`config.mk`:
```
export PLATFORM = sky130hd
export DESIGN_NAME = brpr_bank
export DESIGN_NICKNAME = d
export VERILOG_FILES = /design/src/shared/brpr_pkg.sv /design/src/hw/brpr_bank.sv
export SDC_FILE = /design/constraint.sdc
export NUM_CORES = 1
export LEC_CHECK = 0
export BUFFER_PORTS_ARGS = -buffer_cell sky130_fd_sc_hd__clkbuf_2
export CORE_ASPECT_RATIO = 0.8
export CORE_MARGIN = 2
export CORE_UTILIZATION = 50
export DETAILED_ROUTE_END_ITERATION = 12
export PLACE_DENSITY = 0.72
export SLEW_MARGIN = 20
export SYNTH_ARGS = -nofsm -noshare
export SYNTH_HDL_FRONTEND = slang
export SYNTH_SLANG_ARGS = --single-unit
```
`constraint.sdc`:
```
create_clock -name CLK -period 2.5 [get_ports CLK]
set_clock_uncertainty 0.1 [all_clocks]
set_input_delay 0.5 -clock CLK [delete_from_list [all_inputs] [get_ports CLK]]
set_output_delay 0.5 -clock CLK [all_outputs]
set_load 0.02 [all_outputs]
```
`src/shared/brpr_pkg.sv`:
```
// Constants and types for the battery protector register bank
`default_nettype none
package brpr_pkg;
  localparam logic [6:0] SLAVE_ADDR   = 7'h20;
  localparam logic [7:0] STATUS_OFS   = 8'h00;
  localparam logic [7:0] CONTROL_OFS  = 8'h01;
  localparam logic [7:0] SUPPLY_OFS   = 8'h02;
  localparam logic [7:0] DSG_OL_OFS   = 8'h03;
  localparam logic [7:0] CHG_OC_OFS   = 8'h04;
  localparam logic [7:0] OC_DLY_OFS   = 8'h05;
  localparam logic [7:0] CELL_OFS     = 8'h06;
  localparam logic [7:0] SC_LVL_OFS   = 8'h07;
  localparam logic [7:0] SC_DLY_OFS   = 8'h08;
  localparam logic [7:0] RESET_VAL    = 8'h00;
  localparam logic [3:0] BYTE_BITS    = 4'h8;
  localparam int         SHUT_LSB     = 0;
  localparam int         BROWN_LSB    = 4;
  localparam logic [7:0] WR_MASK [1:8] = '{8'hFF, 8'hFF, 8'h1F, 8'h1F,
                                            8'hFF, 8'hFF, 8'hFF, 8'hFF};

  // Comparator levels, ordered as status bits five down to zero
  typedef struct packed {
    logic shutdown;
    logic brownout;
    logic charge_overcurrent;
    logic discharge_overload;
    logic charge_short;
    logic discharge_short;
  } brpr_cmp_t;

  typedef struct packed {
    logic shutdown_monitor_disable;
    logic thermistor_power_on;
    logic led_drive_enable;
    logic monitor_disable;
    logic precharge_fet_off;
    logic charge_fet_on;
    logic discharge_fet_on;
    logic latch_release_bit;
  } brpr_ctrl_t;

  typedef enum logic [2:0] {ST_IDLE, ST_ADDR, ST_PTR, ST_WR, ST_RD} brpr_state_t;
endpackage
`default_nettype wire

```
`src/hw/brpr_bank.sv`:
```
// Register bank with serial slave for the battery protector
`timescale 1ns/100ps
`default_nettype none
module brpr_bank (
  // Clock and reset
  input  wire logic               CLK,
  input  wire logic               RST,
  // Serial link, data pin open drain
  input  wire logic               SCL_I,
  input  wire logic               SDA_I,
  output logic                    SDA_O,
  output logic                    SDA_OE,
  // Comparator levels
  input  wire brpr_pkg::brpr_cmp_t CMP,
  // Protection outputs
  output logic                    ALERT_N,
  output logic                    DISCHARGE_FET_ON,
  output logic                    CHARGE_FET_ON,
  output logic                    PRECHARGE_FET_OFF,
  output logic                    MONITOR_DISABLE,
  output logic                    LED_DRIVE_ENABLE,
  output logic                    THERMISTOR_POWER_ON,
  output logic                    SHUTDOWN_MONITOR_DISABLE,
  // Threshold and selection codes
  output logic [3:0]              SHUTDOWN_THRESHOLD_CODE,
  output logic [3:0]              BROWNOUT_THRESHOLD_CODE,
  output logic [4:0]              DISCHARGE_OVERLOAD_CODE,
  output logic [4:0]              CHARGE_OVERCURRENT_CODE,
  output logic [7:0]              OVERCURRENT_DELAY_SEL,
  output logic [7:0]              MONITOR_BALANCE_SEL,
  output logic [7:0]              SHORT_CIRCUIT_LEVEL,
  output logic [7:0]              SHORT_CIRCUIT_DELAY_SEL
);

  brpr_pkg::brpr_state_t st_q, st_d;
  logic [7:0]            reg_q [1:8];
  logic [3:0]            cnt_q, cnt_d;
  logic [7:0]            sh_q, sh_d;
  logic [7:0]            ptr_q, ptr_d;
  logic [7:0]            tx_q, tx_d;
  logic                  ack_q, ack_d;
  logic                  mack_q, mack_d;
  logic                  oe_q, oe_d;
  logic                  scl_q, sda_q;
  logic                  wr_en, load;
  logic [3:0]            flag_q;
  logic                  alert_q;
  logic                  dsg_q, chg_q, precharge_fet_off_off_q;

  // Bus event decode
  wire scl_rise = SCL_I & ~scl_q;
  wire scl_fall = ~SCL_I & scl_q;
  wire start    = SCL_I & scl_q & sda_q & ~SDA_I;
  wire stop     = SCL_I & scl_q & ~sda_q & SDA_I;

  // Register decode
  wire brpr_pkg::brpr_ctrl_t ctrl = brpr_pkg::brpr_ctrl_t'(reg_q[1]);
  wire [3:0] live      = {CMP.charge_overcurrent, CMP.discharge_overload,
                          CMP.charge_short, CMP.discharge_short};
  wire [7:0] status    = {2'h0, CMP.shutdown, CMP.brownout, flag_q | live};
  wire       in_map    = (ptr_q <= brpr_pkg::SC_DLY_OFS);
  wire       is_status = (ptr_q == brpr_pkg::STATUS_OFS);
  wire [7:0] rd_word   = is_status ? status : (in_map ? reg_q[ptr_q[3:0]] : 8'h00);
  wire       ctrl_wr   = wr_en & (ptr_q == brpr_pkg::CONTROL_OFS);
  wire       release_p = ctrl_wr & ~sh_q[0] & ctrl.latch_release_bit;
  wire       status_rd = load & is_status;
  wire       prot      = |flag_q;
  wire       new_event = |(live & ~flag_q);
  wire       alert_clr = status_rd & ~ctrl.latch_release_bit & ~prot;
  wire       shut_act  = CMP.shutdown & ~ctrl.shutdown_monitor_disable;

  // Serial slave sequencing
  always_comb begin
    st_d   = st_q;
    cnt_d  = cnt_q;
    sh_d   = sh_q;
    ptr_d  = ptr_q;
    tx_d   = tx_q;
    ack_d  = ack_q;
    mack_d = mack_q;
    oe_d   = oe_q;
    wr_en  = 1'b0;
    load   = 1'b0;
    if (start) begin
      st_d   = brpr_pkg::ST_ADDR;
      cnt_d  = 4'h0;
      ack_d  = 1'b0;
      mack_d = 1'b0;
      oe_d   = 1'b0;
    end else if (stop) begin
      st_d   = brpr_pkg::ST_IDLE;
      ack_d  = 1'b0;
      mack_d = 1'b0;
      oe_d   = 1'b0;
    end else if (st_q != brpr_pkg::ST_IDLE) begin
      if (scl_rise) begin
        if (mack_q) begin
          if (SDA_I) begin
            st_d = brpr_pkg::ST_IDLE;
          end
        end else if (!ack_q) begin
          sh_d  = {sh_q[6:0], SDA_I};
          cnt_d = cnt_q + 4'h1;
        end
      end else if (scl_fall) begin
        if (ack_q || mack_q) begin
          ack_d  = 1'b0;
          mack_d = 1'b0;
          oe_d   = 1'b0;
          cnt_d  = 4'h0;
          // Same register every byte, pointer never advances
          if (st_q == brpr_pkg::ST_RD) begin
            load = 1'b1;
            tx_d = rd_word;
            oe_d = ~rd_word[7];
          end
        end else if (cnt_q == brpr_pkg::BYTE_BITS) begin
          unique case (st_q)
            brpr_pkg::ST_ADDR: begin
              // General call and foreign addresses get no ack
              if (sh_q[7:1] == brpr_pkg::SLAVE_ADDR) begin
                ack_d = 1'b1;
                oe_d  = 1'b1;
                st_d  = sh_q[0] ? brpr_pkg::ST_RD : brpr_pkg::ST_PTR;
              end else begin
                st_d = brpr_pkg::ST_IDLE;
              end
            end
            brpr_pkg::ST_PTR: begin
              ptr_d = sh_q;
              ack_d = 1'b1;
              oe_d  = 1'b1;
              st_d  = brpr_pkg::ST_WR;
            end
            brpr_pkg::ST_WR: begin
              wr_en = 1'b1;
              ack_d = 1'b1;
              oe_d  = 1'b1;
            end
            brpr_pkg::ST_RD: begin
              mack_d = 1'b1;
              oe_d   = 1'b0;
            end
            brpr_pkg::ST_IDLE: begin
              st_d = brpr_pkg::ST_IDLE;
            end
          endcase
        end else if (st_q == brpr_pkg::ST_RD) begin
          oe_d = ~tx_q[3'd7 - cnt_q[2:0]];
        end
      end
    end
  end

  always_ff @(posedge CLK) begin
    if (RST) begin
      st_q   <= brpr_pkg::ST_IDLE;
      cnt_q  <= 4'h0;
      sh_q   <= 8'h00;
      ptr_q  <= 8'h00;
      tx_q   <= 8'h00;
      ack_q  <= 1'b0;
      mack_q <= 1'b0;
      oe_q   <= 1'b0;
      scl_q  <= 1'b1;
      sda_q  <= 1'b1;
    end else begin
      st_q   <= st_d;
      cnt_q  <= cnt_d;
      sh_q   <= sh_d;
      ptr_q  <= ptr_d;
      tx_q   <= tx_d;
      ack_q  <= ack_d;
      mack_q <= mack_d;
      oe_q   <= oe_d;
      scl_q  <= SCL_I;
      sda_q  <= SDA_I;
    end
  end

  // Writable registers; status has no storage so it cannot be written
  for (genvar i = 1; i <= 8; i++) begin : g_reg
    always_ff @(posedge CLK) begin
      if (RST) begin
        reg_q[i] <= brpr_pkg::RESET_VAL;
      end else if (wr_en && ptr_q == 8'(i)) begin
        reg_q[i] <= sh_q & brpr_pkg::WR_MASK[i];
      end
    end
  end

  // Fault latch and alert; a new event wins over release or clear
  always_ff @(posedge CLK) begin
    if (RST) begin
      flag_q  <= 4'h0;
      alert_q <= 1'b0;
    end else begin
      flag_q  <= live | (flag_q & ~{4{release_p}});
      alert_q <= new_event | (alert_q & ~alert_clr);
    end
  end

  // Pin drivers, all registered
  always_ff @(posedge CLK) begin
    if (RST) begin
      dsg_q      <= 1'b0;
      chg_q      <= 1'b0;
      precharge_fet_off_off_q <= 1'b0;
    end else begin
      dsg_q      <= ctrl.discharge_fet_on & ~prot & ~shut_act;
      chg_q      <= ctrl.charge_fet_on & ~prot & ~shut_act;
      precharge_fet_off_off_q <= ctrl.precharge_fet_off & ~prot;
    end
  end

  assign SDA_O                    = 1'b0;
  assign SDA_OE                   = oe_q;
  assign ALERT_N                  = ~alert_q;
  assign DISCHARGE_FET_ON         = dsg_q;
  assign CHARGE_FET_ON            = chg_q;
  assign PRECHARGE_FET_OFF        = precharge_fet_off_off_q;
  assign MONITOR_DISABLE          = reg_q[1][4];
  assign LED_DRIVE_ENABLE         = reg_q[1][5];
  assign THERMISTOR_POWER_ON      = reg_q[1][6];
  assign SHUTDOWN_MONITOR_DISABLE = reg_q[1][7];
  assign SHUTDOWN_THRESHOLD_CODE  = reg_q[2][brpr_pkg::SHUT_LSB +: 4];
  assign BROWNOUT_THRESHOLD_CODE  = reg_q[2][brpr_pkg::BROWN_LSB +: 4];
  assign DISCHARGE_OVERLOAD_CODE  = reg_q[3][4:0];
  assign CHARGE_OVERCURRENT_CODE  = reg_q[4][4:0];
  assign OVERCURRENT_DELAY_SEL    = reg_q[5];
  assign MONITOR_BALANCE_SEL      = reg_q[6];
  assign SHORT_CIRCUIT_LEVEL      = reg_q[7];
  assign SHORT_CIRCUIT_DELAY_SEL  = reg_q[8];

  for (genvar b = 0; b < 4; b++) begin : g_flag_chk

  end
endmodule
`default_nettype wire

```
* Yosys cells after proc, flatten, opt, wreduce, memory -nomap -nowiden
Memory sizes are Yosys's and may differ from the RTL's. A register that Yosys moved wholly into a read port is not among the register bits. Index checks and enable logic that the tools add are counted.
Cells by class: $add $sub $neg 2, magnitude comparators 2, eq/ne operators 24, mux-type cells 84, bitwise gates (word level) 54, reductions and logical operators 39
Operator list (number):
- 8-bit 2-to-1 mux | 10
- 1-bit 2-to-1 mux | 55
- 8-bit by 3-bit == test with 1-bit output, second input constant | 4
- 4-bit 2-to-1 mux | 7
- 3-bit 2-to-1 mux | 8
- 6-bit AND reduction | 4
- 7-bit AND reduction | 3
- 1-bit AND | 20
- 1-bit NOT | 19
- 8-bit by 2-bit == test with 1-bit output, second input constant | 2
- 4-bit nonzero test | 4
- 3-bit nonzero test | 4
- 2-bit inequality test, second input constant | 5
- 2-bit nonzero test | 5
- 1-bit OR | 9
- 3-bit case mux with 3 select lines | 1
- 4-bit AND | 2
- 8-bit by 1-bit == test with 1-bit output, second input constant | 1
- 8-bit by 4-bit == test with 1-bit output, second input constant | 1
- 8-bit by 4-bit <= comparator with 1-bit output, second input constant | 1
- 1-bit logical AND | 8
- 8-bit zero test | 1
- 4-bit by 2-bit inequality test with 1-bit output, second input constant | 2
- 4-bit inequality test, second input constant | 2
- other kinds (22) | 27
Storage, ports and cells: register bits 44, bits in writable memories 64, bits of input ports 10, output and inout bits 60, word-level logic and storage cells 222, memories kept 1
Memories:
- reg_q | words 8, bits a word 8, read ports 9, clocked after Yosys merged registers in 1, write ports 8, line brpr_bank.sv:36 | logic [7:0] reg_q [1:8];

* Longest topological paths before layout
word-level depth 15, mapped depth 9, depth with buffers taken out 7

* Worst setup path before layout
No wires, ideal clock.
path kind input -> register, from input port SDA_I, to memory reg_q[5][0] (enable), library setup time 0.334 ns, arrival time 2.013 ns, required time 2.066 ns, slack 0.052 ns, cell stages on the path 7, path buffers 2, cell sequence buf_2 > xor2_1 > a2111oi_4 > and2_1 > buf_6 > nand4b_4 > nand2b_1
RTL lines:
- from (decl) | line brpr_bank.sv:10 | input wire logic SDA_I,
- to (decl) | line brpr_bank.sv:36

==> flow_summary.json <==
{
  "status": "finished clean",
  "placed_cells": 686,
  "yosysMostFrequentCell": "nor2_1",
  "vias_per_cell": 5.66,
  "placed_area_sq_um": 5800,
  "grt_overflow": 0,
  "grt_pass1_wl_mm": 20.5,
  "worstPathRequired_ns": 2.43,
  "crit_path_cell_trace": "inv_1 > ha_1 > nand4bb_4 > a2111oi_4 > and2_1 > buf_12 > nand4_4 > nand2b_1",
  "drcViolationCount": 0,
  "die_area_sq_um": 11000,
  "endpoint_kind": "register",
  "finalHoldViolations": 0,
  "grt_max_degree": 34,
  "synth_area_sq_um": 5090,
  "place_hpwl_mm": 9.97,
  "antenna_cells": 0,
  "vias": 3971,
  "synth.distinct_cells": 66,
  "syn-mean-instance-area_sq_um": 10.9,
  "rows": 32,
  "area_delta_synth_final_pct": 19.9,
  "place.gp.congestion": 0.950,
  "ctsHoldBuffers": 0,
  "path_buf_inv": 2,
  "cts.clk_slew.worst_paths_ns": 0.07,
  "core_region_area_sq_um": 9770,
  "synth-seq-cells": 106,
  "ys_seq_area_share_pct": 53.1,
  "drtIter0Drc": 517,
  "synth_ff_type": "edfxtp_1",
  "grt_pass1_vias": 3753,
  "nets": 576,
  "fin_area_sq_um": 6110,
  "ctsResizeCount": 0,
  "final_cells": 702,
  "powerDensity_nw_per_um2": 582,
  "worstHoldPathType": "in2reg",
  "p_total_uw": 3560,
  "leakagePower_uw": 0.00239,
  "worstSetupPathType": "reg2reg",
  "syn_inst": 468,
  "clock_latency_ns": 0.35,
  "clkSinkCount": 106,
  "drv_slew": 0,
  "antenna_found_initial": 0,
  "io_pins": 70,
  "ys_warn_count": 0,
  "drive_above_1_share_pct": 26.9,
  "die_x_um": 117,
  "port_buffers": 68,
  "max-cap-violations": 0,
  "cts_tree": "done",
  "cp_slowest_cell": "a2111oi_4",
  "cts-root-buf": "clkbuf_16",
  "die_y_um": 94.3,
  "synth_top_area_cell": "edfxtp_1",
  "ant_nets": 0,
  "cts_inserted_buffers": 9,
  "post_cts_buffers": 0,
  "dr.pass1.iters": 5,
  "maxSlewHeadroom_pct": 55.1,
  "start_util_pct": 52.1,
  "crit_family": "simple AND/OR/NAND/NOR gates",
  "layout_min_cycle_time_ns": 2.38,
  "min_period_over_period_pct": 95.1,
  "synth-edff-count": 58,
  "worst_pin_slew_ns": 0.673,
  "routed_wirelength_mm": 13.1,
  "synth_commonest_cells": "nor2_1 (95), edfxtp_1 (58), dfxtp_1 (48)",
  "track_usage_pct": 25.2,
  "start_kind": "register",
  "h-tree-depth": 3,
  "fmax_mhz": 421,
  "syn-num-nets": 483,
  "cts_max_path_buffers": 2,
  "synth_top_area_share_pct": 34.2,
  "worstPathArrival_ns": 2.30,
  "post_drt_wl_per_cell_um": 18.7,
  "setup_viol": 0,
  "yosys-top-cells-area": "edfxtp_1 (34%), dfxtp_1 (19%), nor2_1 (7.0%), mux2i_1 (4.5%), mux4_2 (3.1%)",
  "async_reset_ff_share_pct": 0,
  "critical_path.max_stage_delay_ns": 0.36,
  "peakVddDrop_v": 0.000355,
  "crit_fanout": 8
}
-- stage by stage --
stage	setup WS (ns)	hold slack, ns	util [%]	setup TNS (ns)
after floorplan	0.0524	0.329	-	0
after global placement	0.0828	0.345	59.3	0
after detailed placement	0.0218	0.354	59.3	0
after CTS	0.0000784	0.300	62.2	0
after global routing	-0.0111	0.306	62.5	-0.0533
final	0.124	0.298	62.5	0
-- power by group --
group	internal, uW	switching [uW]	leakage (uW)
registers	1890	43.1	0.000939
logic	94.4	167	0.00131
clock network	767	594	0.000138
total	2750	804	0.00239
-- per-layer routing --
metal	GRT usage, %	wire length (um)
met1	38.7	6080
met2	35.8	5880
met3	5.03	982
met4	7.16	162
met5	0	0
-- cells by family after synthesis --
group	count (synthesis)	synth area share, %
buf+inv	37	3.29
mux	33	8.28
xor+xnor	5	0.860
fa+ha+maj	5	1.23
compound gates	80	11.2
simple gates	201	22.0
flops	106	53.1
other cells	1	0.0736
-- sequential cells by signal, indices dropped and copies added (netlist names), 3 cells and up, named ones only --
signal and flops:
cnt_q 4, reg_q 58, tx_q 8, ptr_q 8, flag_q 4, st_q 3, sh_q 8
-- area by class of cell --
type	count	area, sq um
clock buffer	11	233
clock inverter	5	47.5
fill	816	3660
inverter	13	48.8
multi-input combinational	325	2260
sequential	106	2700
tap	136	170
timing repair buffer	106	651
-- worst paths after layout --
path                                from     endpoint  slack [ns]  depth (start not counted)
worst max-delay path            cnt_q[0]  reg_q[3][4]        0.12                          8
worst min-delay path              CMP[0]    flag_q[0]        0.30                          3
worst max register to register  cnt_q[0]  reg_q[3][4]        0.12                          8
worst min register to register   tx_q[7]      tx_q[7]        0.37                          2
-- worst reg2reg max path, stage by stage, from the launching register on --
cell	delay, ns
dfxtp_1	0.31
inv_1	0.09
ha_1	0.25
nand4bb_4	0.16
a2111oi_4	0.36
and2_1	0.23
buf_12	0.16
nand4_4	0.15
nand2b_1	0.25
-- layout by cell type (no fill, tap or decap), drive strengths merged, types with 6 or more instances in the layout --
master,n
mux2i,23
a211oi,7
a22oi,6
dfxtp,48
buf,38
clkbuf,79
mux4,7
nand3,6
inv,13
and2,16
nor2,95
nand2b,19
edfxtp,58
nor2b,11
a21oi,29
nand2,16
(Power assumes the default switching activity.)
